`config.mk`:
```
export PLATFORM = sky130hd
export DESIGN_NAME = pwr_clk_ctrl
export DESIGN_NICKNAME = d
export VERILOG_FILES = /design/src/logic/pwr_clk_pkg.sv /design/src/logic/pwr_clk_ctrl.sv /design/src/logic/glitchless_clk_mux.sv
export SDC_FILE = /design/constraint.sdc
export NUM_CORES = 1
export LEC_CHECK = 0
export ABC_CLOCK_PERIOD_IN_PS = 1500
export BUFFER_PORTS_ARGS = -buffer_cell sky130_fd_sc_hd__buf_2
export CORE_ASPECT_RATIO = 0.9
export CORE_MARGIN = 1.5
export CORE_UTILIZATION = 47
export CTS_CLUSTER_SIZE = 24
export DETAILED_ROUTE_END_ITERATION = 10
export GPL_TIMING_DRIVEN = 0
export PLACE_DENSITY_LB_ADDON = 0.1
export SYNTH_ARGS = -nofsm -noshare
export SYNTH_HDL_FRONTEND = slang
export SYNTH_HIERARCHICAL = 1
export SYNTH_SLANG_ARGS = --single-unit
```
`constraint.sdc`:
```
create_clock -name mclk -period 1.5 [get_ports mclk]
set_clock_uncertainty 0.15 [all_clocks]
set_input_delay 0.3 -clock mclk [delete_from_list [all_inputs] [get_ports mclk]]
set_output_delay 0.3 -clock mclk [all_outputs]
set_load 0.02 [all_outputs]
```
`src/logic/pwr_clk_pkg.sv`:
```
`default_nettype none

package pwr_clk_pkg;

  localparam int DATA_W = 4;

  // ****************************************
  // register offsets
  // ****************************************
  localparam logic [3:0] OFS_CLOCK = 4'h0;
  localparam logic [3:0] OFS_SUPPLY = 4'h1;
  localparam logic [3:0] OFS_AUX = 4'h2;
  localparam logic [3:0] OFS_STATUS = 4'h3;

  // ****************************************
  // field positions
  // ****************************************
  localparam int BIT_CPU_CLOCK_SELECT = 0;
  localparam int BIT_HIGH_OSC_ENABLE = 1;
  localparam int BIT_OSC_REGULATOR_LEVEL = 2;
  localparam int BIT_DOUBLER_ON = 0;
  localparam int BIT_HALVER_ON = 1;
  localparam int BIT_CORE_SUPPLY_SELECT = 2;
  localparam int BIT_LCD_SUPPLY_SELECT = 3;
  localparam int BIT_LCD_POWER_ON = 0;
  localparam int BIT_DETECTOR_ON = 1;
  localparam int BIT_CLOCK_ON_HIGH = 0;
  localparam int BIT_SWITCH_PENDING = 1;
  localparam int BIT_SUPPLY_OK = 2;

  // ****************************************
  // reset values
  // ****************************************
  localparam logic [3:0] RST_CLOCK = 4'h0;
  localparam logic [3:0] RST_SUPPLY = 4'h0;
  localparam logic [3:0] RST_AUX = 4'h0;
  localparam logic [3:0] RST_RDATA = 4'h0;

endpackage

`default_nettype wire

```
`src/logic/pwr_clk_ctrl.sv`:
```
// Local design decisions: strobed register access and the placing of the registers.
`timescale 1ns/100ps
`default_nettype none

module pwr_clk_ctrl
#(
  parameter int ADDR_W = 4
)
(
  input wire logic mclk,
  input wire logic arst_n,
  input wire logic [ADDR_W-1:0] addr,
  input wire logic [pwr_clk_pkg::DATA_W-1:0] wdata,
  input wire logic wr,
  input wire logic rd,
  output logic [pwr_clk_pkg::DATA_W-1:0] rdata,
  input wire logic low_osc_clk_in,
  input wire logic high_osc_clk_in,
  input wire logic supply_ok_in,
  output logic cpu_clk,
  output logic cpu_clock_select,
  output logic high_osc_enable,
  output logic osc_regulator_level,
  output logic doubler_on,
  output logic halver_on,
  output logic core_supply_select,
  output logic lcd_supply_select,
  output logic lcd_power_on,
  output logic detector_on
);
  import pwr_clk_pkg::*;

  if (ADDR_W < 2)
  begin : g_addr_w_check
    $error("ADDR_W too small for the register map");
  end

  typedef struct packed {
    logic [DATA_W-1:0] clock;
    logic [DATA_W-1:0] supply;
    logic [DATA_W-1:0] aux;
    logic supply_ok;
    logic [DATA_W-1:0] rdata;
  } ctrl_s;

  ctrl_s q;
  ctrl_s d;
  logic mux_out;
  logic mux_on_high;
  logic mux_pending;

  // ****************************************
  // address decode
  // ****************************************
  function automatic logic hit(input logic [ADDR_W-1:0] a, input logic [3:0] ofs);
    hit = (a == ADDR_W'(ofs));
  endfunction

  // ****************************************
  // register file
  // ****************************************
  always_comb
  begin
    d = q;
    if (q.aux[BIT_DETECTOR_ON])
      d.supply_ok = supply_ok_in;
    if (wr && hit(addr, OFS_CLOCK))
      d.clock = {1'b0, wdata[2:0]};
    if (wr && hit(addr, OFS_SUPPLY))
      d.supply = wdata;
    if (wr && hit(addr, OFS_AUX))
      d.aux = {2'b00, wdata[1:0]};
    d.rdata = RST_RDATA;
    if (rd)
    begin
      if (hit(addr, OFS_CLOCK))
        d.rdata = q.clock;
      else if (hit(addr, OFS_SUPPLY))
        d.rdata = q.supply;
      else if (hit(addr, OFS_AUX))
        d.rdata = q.aux;
      else if (hit(addr, OFS_STATUS))
      begin
        d.rdata[BIT_CLOCK_ON_HIGH] = mux_on_high;
        d.rdata[BIT_SWITCH_PENDING] = mux_pending;
        d.rdata[BIT_SUPPLY_OK] = q.supply_ok;
      end
      else
        d.rdata = RST_RDATA;
    end
  end

  always_ff @(posedge mclk or negedge arst_n)
  begin
    if (!arst_n)
    begin
      q <= '{clock: RST_CLOCK, supply: RST_SUPPLY, aux: RST_AUX,
             supply_ok: 1'b0, rdata: RST_RDATA};
    end
    else
      q <= d;
  end

  // ****************************************
  // clock selector
  // ****************************************
  glitchless_clk_mux u_mux
  (
    .mclk(mclk),
    .arst_n(arst_n),
    .low_src(low_osc_clk_in),
    .high_src(high_osc_clk_in),
    .sel_req(q.clock[BIT_CPU_CLOCK_SELECT]),
    .clk_out(mux_out),
    .on_high(mux_on_high),
    .pending(mux_pending)
  );

  // ****************************************
  // outputs
  // ****************************************
  assign rdata = q.rdata;
  assign cpu_clk = mux_out;
  assign cpu_clock_select = q.clock[BIT_CPU_CLOCK_SELECT];
  assign high_osc_enable = q.clock[BIT_HIGH_OSC_ENABLE];
  assign osc_regulator_level = q.clock[BIT_OSC_REGULATOR_LEVEL];
  assign doubler_on = q.supply[BIT_DOUBLER_ON];
  assign halver_on = q.supply[BIT_HALVER_ON];
  assign core_supply_select = q.supply[BIT_CORE_SUPPLY_SELECT];
  assign lcd_supply_select = q.supply[BIT_LCD_SUPPLY_SELECT];
  assign lcd_power_on = q.aux[BIT_LCD_POWER_ON];
  assign detector_on = q.aux[BIT_DETECTOR_ON];

  // ****************************************
  // checks
  // ****************************************
  logic first_q;

  always_ff @(posedge mclk or negedge arst_n)
  begin
    if (!arst_n)
      first_q <= 1'b1;
    else
      first_q <= 1'b0;
  end

  property p_rst_cpu_clock;
    @(posedge mclk) disable iff (!arst_n)
      first_q |-> !cpu_clock_select && !mux_on_high;
  endproperty
  a_rst_cpu_clock: assert property (p_rst_cpu_clock)
    else $error("cpu clock not low after reset");

  property p_rst_high_osc;
    @(posedge mclk) disable iff (!arst_n)
      first_q |-> !high_osc_enable;
  endproperty
  a_rst_high_osc: assert property (p_rst_high_osc)
    else $error("high osc on after reset");

  property p_rst_regulator;
    @(posedge mclk) disable iff (!arst_n)
      first_q |-> !osc_regulator_level;
  endproperty
  a_rst_regulator: assert property (p_rst_regulator)
    else $error("regulator not low after reset");

  property p_rst_supply;
    @(posedge mclk) disable iff (!arst_n)
      first_q |-> !doubler_on && !halver_on && !core_supply_select && !lcd_supply_select
                  && !lcd_power_on && !detector_on;
  endproperty
  a_rst_supply: assert property (p_rst_supply)
    else $error("supply bits not clear after reset");

  property p_write_acts;
    @(posedge mclk) disable iff (!arst_n)
      (wr && hit(addr, OFS_SUPPLY)) |=>
        ({lcd_supply_select, core_supply_select, halver_on, doubler_on} == $past(wdata));
  endproperty
  a_write_acts: assert property (p_write_acts)
    else $error("write did not act next cycle");

  property p_read_back;
    @(posedge mclk) disable iff (!arst_n)
      (rd && hit(addr, OFS_CLOCK)) |=>
        (rdata[2:0] == $past({osc_regulator_level, high_osc_enable, cpu_clock_select}));
  endproperty
  a_read_back: assert property (p_read_back) else $error("read data mismatch");

  property p_read_one_cycle;
    @(posedge mclk) disable iff (!arst_n)
      !rd |=> (rdata == RST_RDATA);
  endproperty
  a_read_one_cycle: assert property (p_read_one_cycle)
    else $error("read data outside its cycle");

  property p_clock_write;
    @(posedge mclk) disable iff (!arst_n)
      (wr && hit(addr, OFS_CLOCK)) |=>
        ({osc_regulator_level, high_osc_enable, cpu_clock_select} == $past(wdata[2:0]));
  endproperty
  a_clock_write: assert property (p_clock_write)
    else $error("clock write did not act next cycle");

  property p_aux_write;
    @(posedge mclk) disable iff (!arst_n)
      (wr && hit(addr, OFS_AUX)) |=> ({detector_on, lcd_power_on} == $past(wdata[1:0]));
  endproperty
  a_aux_write: assert property (p_aux_write)
    else $error("aux write did not act next cycle");

  property p_unmapped_read;
    @(posedge mclk) disable iff (!arst_n)
      (rd && !hit(addr, OFS_CLOCK) && !hit(addr, OFS_SUPPLY) && !hit(addr, OFS_AUX)
       && !hit(addr, OFS_STATUS)) |=> (rdata == RST_RDATA);
  endproperty
  a_unmapped_read: assert property (p_unmapped_read)
    else $error("unmapped read not zero");

  property p_pending_low;
    @(posedge mclk) disable iff (!arst_n)
      mux_pending |-> !cpu_clk;
  endproperty
  a_pending_low: assert property (p_pending_low)
    else $error("cpu clock high while switching");

  property p_ok_kept;
    @(posedge mclk) disable iff (!arst_n)
      !detector_on |=> $stable(q.supply_ok);
  endproperty
  a_ok_kept: assert property (p_ok_kept)
    else $error("detector result changed while off");

  c_to_high: cover property (@(posedge mclk) disable iff (!arst_n) $rose(mux_on_high));
  c_doubler: cover property (@(posedge mclk) disable iff (!arst_n)
    doubler_on ##1 lcd_supply_select);
  c_detector: cover property (@(posedge mclk) disable iff (!arst_n)
    detector_on ##1 !detector_on);

endmodule // pwr_clk_ctrl

`default_nettype wire

```
`src/logic/glitchless_clk_mux.sv`:
```
`timescale 1ns/100ps
`default_nettype none

module glitchless_clk_mux
(
  input wire logic mclk,
  input wire logic arst_n,
  input wire logic low_src,
  input wire logic high_src,
  input wire logic sel_req,
  output logic clk_out,
  output logic on_high,
  output logic pending
);

  typedef enum logic [1:0] {ST_RUN, ST_HOLD} mux_state_e;

  typedef struct packed {
    mux_state_e st;
    logic sel;
    logic prev_low;
    logic prev_high;
    logic out;
  } mux_s;

  mux_s q;
  mux_s d;
  logic cur_src;
  logic new_src;
  logic cur_fall;
  logic new_fall;

  // ****************************************
  // switch at falling edges only
  // ****************************************
  always_comb
  begin
    cur_src = q.sel ? high_src : low_src;
    new_src = q.sel ? low_src : high_src;
    cur_fall = (q.sel ? q.prev_high : q.prev_low) && !cur_src;
    new_fall = (q.sel ? q.prev_low : q.prev_high) && !new_src;
    d = q;
    d.prev_low = low_src;
    d.prev_high = high_src;
    case (q.st)
      ST_RUN:
      begin
        d.out = cur_src;
        if ((sel_req != q.sel) && cur_fall)
        begin
          d.st = ST_HOLD;
          d.out = 1'b0;
        end
      end
      ST_HOLD:
      begin
        d.out = 1'b0;
        if (new_fall)
        begin
          d.sel = ~q.sel;
          d.st = ST_RUN;
        end
      end
      default:
      begin
        d.st = ST_RUN;
        d.out = 1'b0;
      end
    endcase
  end

  always_ff @(posedge mclk or negedge arst_n)
  begin
    if (!arst_n)
      q <= '{st: ST_RUN, sel: 1'b0, prev_low: 1'b0, prev_high: 1'b0, out: 1'b0};
    else
      q <= d;
  end

  assign clk_out = q.out;
  assign on_high = q.sel;
  assign pending = (q.st == ST_HOLD);

  // ****************************************
  // checks
  // ****************************************
  property p_hold_low;
    @(posedge mclk) disable iff (!arst_n)
      (q.st == ST_HOLD) |=> !q.out;
  endproperty
  a_hold_low: assert property (p_hold_low)
    else $error("output not low while switching");

  property p_rise_follows_src;
    @(posedge mclk) disable iff (!arst_n)
      $rose(q.out) |-> ($past(q.sel) ? $past(high_src) : $past(low_src));
  endproperty
  a_rise_follows_src: assert property (p_rise_follows_src)
    else $error("rise not from source");

  c_switch_done: cover property (@(posedge mclk) disable iff (!arst_n)
    (q.st == ST_HOLD) ##1 (q.st == ST_RUN));

endmodule // glitchless_clk_mux

`default_nettype wire

```
==> results.md, run 1 <==
- Total number of vias: around 600
- Setup Viol. Count Final: 0
- Max Cap Violations: 0
- Routed wire length per instance: 13.0 um
- Worst hold slack: a little over 0.08 ns
- GP Congestion: 0.759
- Final Hold Vio Count: 0
- FMAX: 705 MHz
- Via density: 4.98
- Initial antenna violation count: 0
- Starting Density: about half
- Worst slew pin tran: about 0.42 ns
- Later-pin clock latency in the skew report: 0.29 ns
- Total CTS buffers: 3
- Total track usage: ~18%
- Setup TNS: 0 ns
- Min Tclk post-route: 1.42 ns
- TritonCTS clock tree: built
- Final #Nets: 112
- Most common cell after layout, fill and taps aside: buf_2
- Worst R2R Path Depth: 3
- Hold Crit Depth: 2
- Hold path endpoint: q[4]$_DFFE_PN0P_
- Max FO, Critical Path: 4
- Slew HR: 72.0%
- IO Pins: 29
- Total clock sinks: 19
- Status: finished, final reports clean
- Crit path top cell by count: a21oi_1
- WL final: 1.57 mm
- Die X: about 48 um
- Worst vdd ir: just over 0.0009 V
- Largest net degree at the start of global routing: 20
- Worst hold path class: input port to register
- First-pass GRT wire length: 2.65 mm
- Post-route ant nets: 0
- Clock Path Buffers: 2
- CTS clk-pin slew, worst paths: 0.11 ns
- Post-synthesis sequential area ratio: 56.3%
- Slowest-stage cell, CP: dlygate4sd3_1
- DR pass1 iterations: 4
- N_diodes: 0
- Vias in the first global route: ~610
- Rows: 14
- Crit share post-route: roughly 95%
- HPWL Detailed: 1.19 mm
- #FFs+latches synth: 19
- Worst R2R Setup Slack: 0.09 ns
- Area Growth Syn to Fin: 27.4%
- Library cells used by synthesis: 23
- Mapped Cells: 61
- Max reg flops: 4
- Slew Limit Fails: 0
- Worst setup SP type: input port
- Layout cells sized above 1: between 50% and 60%
- Synthesized area per cell: 13.8 um^2
- Gr ovfl total: 0
- Die height: 43.2 um
- Worst Path Required: between 1.5 and 2 ns
- Power Total: 0.00142 W
- Worst-path cell chain: dlygate4sd3_1 > buf_2 > nor4b_1 > a21oi_1 > a21oi_1
- Cell Area, Synth: between 800 and 900 um^2
- Core area: 0.00168 mm^2
- R2R Path End: rdata[1]$_DFF_PN0_
- Die area: 0.00206 mm^2
- Lkg Pwr: 0.543 nW
- Critical path data arrival time: 1.49 ns
- First DRT Iteration DRCs: 9
- Unrepaired setup endpoints after global routing: false
- Critical path class: input port to register
- CTS Root Cell: clkbuf_4
- Hold_sp: supply_ok_in
- Synth warn: 6
- Pwr dens: 1320 mW/mm^2
- DRC: 0
- Critical path endpoint category: register
- H-tree depth: 1
- Post-layout util: 64.0%
- Commonest cells after routing, fill and taps aside: buf_2, dfrtp_1, mux2_2, buf_4
- Net count after synthesis: 76
- Reg2Reg Launch Point: u_mux/q[4]$_DFFE_PN0P_
- CP max stage delay: around 0.53 ns
- Port Buffers: 27
==> worst max path at each step <==
stage / startpoint / to / slack [ns] / cells after the start
2_1_floorplan: addr[3] / cpu_clock_select$_DFFE_PN0P_ / 0.10 / 3
3_3_place_gp: addr[3] / osc_regulator_level$_DFFE_PN0P_ / -0.13 / 4
3_5_place_dp: addr[3] / osc_regulator_level$_DFFE_PN0P_ / -0.14 / 4
4_1_cts: u_mux/q[4]$_DFFE_PN0P_ / rdata[1]$_DFF_PN0_ / 0.03 / 3
5_1_grt: high_osc_clk_in / u_mux/q[4]$_DFFE_PN0P_ / 0.01 / 5
6_report: high_osc_clk_in / u_mux/q[4]$_DFFE_PN0P_ / 0.08 / 5
==> area by class of cell <==
class / instances / area (um^2)
Inverter: 1 / 3.75
Clock inverter: 1 / 5.00
Fill cell: 150 / 606
Buffer: 6 / 45.0
Multi-Input combinational cell: 35 / 320
Timing Repair Buffer: 31 / 173
Tap cell: 24 / 30.0
Sequential cell: 19 / 477
Clock buffer: 3 / 22.5
==> cells by family (layout without fill, tap and decap cells) <==
logic type      after synthesis  after routing  share of synthesized area (%)
compound gates                6              6                           4.15
simple gates                 15             15                           12.7
flops                        19             19                           56.3
mux                          14             14                           21.0
buf+inv                       7             42                           5.78
==> power by group <==
part | total (W) | switching, W | internal (W)
Sequential | 0.000715 | 0.0000901 | 0.000625
Clock | 0.000257 | 0.000158 | 0.0000992
Combinational | 0.000447 | 0.000226 | 0.000221
==> through the flow <==
step	std cells	cell area, um^2	worst slack [ns]
CTS	119	1070	0.0333
global route	120	1080	0.0146
detailed placement	112	1010	-0.145
global placement	112	1010	-0.131
finish	120	1080	0.0810
floorplan	61	845	0.100
==> repair_timing <==
| action | CTS | global route |
|---|---|---|
| endpoints found under the hold margin | 21 | 0 |
| gates resized for setup | 0 | 1 |
| setup endpoints to repair | 0 | 1 |
| hold buffers | 3 | 0 |
| buffers inserted | 0 | 1 |
==> routing by layer <==
layer  part of all wire (%)  GRT usage (%)
met5                      0              0
met4                      0           6.49
met3                    4.5           2.55
met2                     50           27.2
met1                     46           26.0
==> worst max-delay path, delay by kind of cell <==
family	cells	cell delay, ns
and+or+nand+nor	1	0.30
buffers and inverters	2	0.67
AOI/OAI and AO/OA	2	0.24
==> cell usage after synthesis <==
cell,instances,area [um^2]
a211oi_1,1,7.51
a21oi_1,2,10.0
and2b_2,1,8.76
and3_1,3,18.8
and4_2,1,10.0
and4bb_2,1,12.5
buf_4,4,30.0
buf_6,1,11.3
clkbuf_1,1,3.75
dfrtp_1,19,475
inv_1,1,3.75
mux2_2,10,113
mux2i_1,2,20.0
mux4_2,2,45.0
nand2b_1,2,12.5
nand3_1,2,10.0
nand4b_1,1,8.76
nor2_1,2,7.51
nor4b_1,1,8.76
nor4bb_1,1,10.0
o21ai_0,1,5.00
o21ai_1,1,5.00
o31ai_1,1,7.51
No activity file was read; power rests on OpenSTA's default activity.
==> run 2: changes to the inputs <==
- RECOVER_POWER: not set -> 50
==> run 2 against run 1 <==
  * Die area stayed put
  * Sequential cell count stayed put
  * Largest power group unchanged
  * Via count stayed put
  * Largest cell class unchanged
==> results.md, run 2 (synthesized netlist as in run 1, its figures left out) <==
- Crit share post-route: 95.6%
- Dpl cells: 112
- Critical path endpoint category: register
- DRC: 0
- TritonCTS clock tree: built
- Gr ovfl total: 0
- Total number of vias: 598
- First-pass GRT wire length: 2.65 mm
- Power Total: 0.00142 W
- Post-layout util: 63.8%
- Worst R2R Setup Slack: 0.09 ns
- Clock Path Buffers: 2
- Die area: 0.00206 mm^2
- Rows: 14
- Highest metal used: met3
- Critical path data arrival time: 1.51 ns
- Placed instance area: approximately 0.0010 mm^2
- N_diodes: 0
- Core area: 0.00168 mm^2
- Worst slew pin tran: around 0.46 ns
- Port Buffers: 27
- Max reg flops: 4
- Final Hold Vio Count: 0
- Commonest cells after routing, fill and taps aside: buf_2, dfrtp_1, mux2_2, buf_4
- Critical path class: input port to register
- IO Pins: 29
- Area Growth Syn to Fin: 27.1%
- FMAX: 697 MHz
- Total of fill cells in the finished design: 150
- Max Cap Violations: 0
- First DRT Iteration DRCs: 5
- Reg2Reg Launch Point: u_mux/q[4]$_DFFE_PN0P_
- CP Buf/Inv Count: 2
- DR pass1 iterations: 3
- Worst-path cell chain: dlygate4sd3_1 > clkbuf_1 > nor4b_1 > a21oi_1 > a21oi_1
- Status: finished, final reports clean
- Routed wire length per instance: 13.0 um
- Final #Nets: between 100 and 150
- Max FO, Critical Path: 4
- Total CTS buffers: 3
- Most common cell after layout, fill and taps aside: buf_2
- Via density: 4.98
- Die height: 43.2 um
- Worst vdd ir: around 0.00093 V
- Worst setup SP type: input port
- Crit path top cell by count: a21oi_1
- Largest net degree at the start of global routing: 20
- Vias in the first global route: 613
- Pwr dens: approximately 1300 mW/mm^2
- Worst Path Required: ~1.6 ns
- Hold_sp: supply_ok_in
- Slew Limit Fails: 0
- WL met3: around 63 um
- Starting Density: 50.2%
- Design Area, Final: 0.00107 mm^2
- Initial antenna violation count: 0
- Slowest-stage cell, CP: dlygate4sd3_1
- CTS Root Cell: clkbuf_4
- Unrepaired setup endpoints after global routing: false
- Number of non-filler instances in the completed layout: 120
- Lkg Pwr: around 0.54 nW
- HPWL Detailed: approximately 1.2 mm
- Die X: 47.7 um
- Total track usage: 18.0%
- CP max stage delay: 0.53 ns
- Layout cells sized above 1: 53.1%
- H-tree depth: 1
- Critical Path Start: high_osc_clk_in
- Later-pin clock latency in the skew report: 0.29 ns
- Worst hold path class: input port to register
- Min Tclk post-route: 1.43 ns
- Post-route ant nets: 0
- Delay-heaviest family, CP: buffers and inverters
- Total clock sinks: 19
- GP Congestion: around 0.76
- Setup Viol. Count Final: 0
- Setup TNS: 0 ns
- CTS clk-pin slew, worst paths: ~0.11 ns
- DRT met1 WL: 710 um
- Met2 wire len: 782 um
- Slew HR: 69.0%
- WL final: 1.56 mm
[run 2: cell count changes in the layout (fill, tap and decap cells not counted), sizes merged]
cell | before | now
buf | 33 | 30
clkbuf | 4 | 7
[run 2: cell type report]
class                           count  area [um^2]  share of cell area, %
Buffer                              6         45.0                   4.20
Clock buffer                        3         22.5                   2.10
Clock inverter                      1         5.00                  0.466
Inverter                            1         3.75                  0.350
Multi-Input combinational cell     35          320                   29.8
Sequential cell                    19          477                   44.4
Tap cell                           24         30.0                   2.80
Timing Repair Buffer               31          170                   15.9
[run 2: layer usage]
metal	track usage, %	vias up
li1	-	289
met1	26.0	295
met2	27.2	14
met3	2.55	0
met4	6.49	0
met5	0	-
[run 2: final timing paths]
path,to,cells past startpoint
worst max register to register,rdata[1]$_DFF_PN0_,3
worst min-delay path,q[4]$_DFFE_PN0P_,2
worst min register to register,u_mux/clk_out$_DFF_PN0_,1
min in group asynchronous,u_mux/on_high$_DFFE_PN0P_,2
worst max-delay path,u_mux/q[4]$_DFFE_PN0P_,5
max in group asynchronous,u_mux/q[4]$_DFFE_PN0P_,2
[run 2: through the flow]
| step | hold slack (ns) | setup slack (ns) |
|---|---|---|
| 3_3_place_gp | 0.104 | -0.131 |
| 4_1_cts | 0.0675 | 0.0333 |
| 2_1_floorplan | -0.146 | 0.100 |
| 3_5_place_dp | 0.104 | -0.145 |
| 5_1_grt | 0.0720 | 0.000175 |
| 6_report | 0.0818 | 0.0658 |
[run 2: repair_timing]
action                     in CTS  in global routing
gates resized for setup         0                  1
hold buffers                    3                  0
buffers inserted                0                  1
hold endpoints to repair       21                  0
setup endpoints to repair       0                  1
[run 2: report_power, final]
part | total, W | internal, W | leakage, nW | switching, W
sequential | 0.000716 | 0.000625 | 0.237 | 0.0000909
clock | 0.000256 | 0.0000992 | 0.0177 | 0.000156
combinational | 0.000446 | 0.000220 | 0.284 | 0.000226
total | 0.00142 | 0.000945 | 0.538 | 0.000473
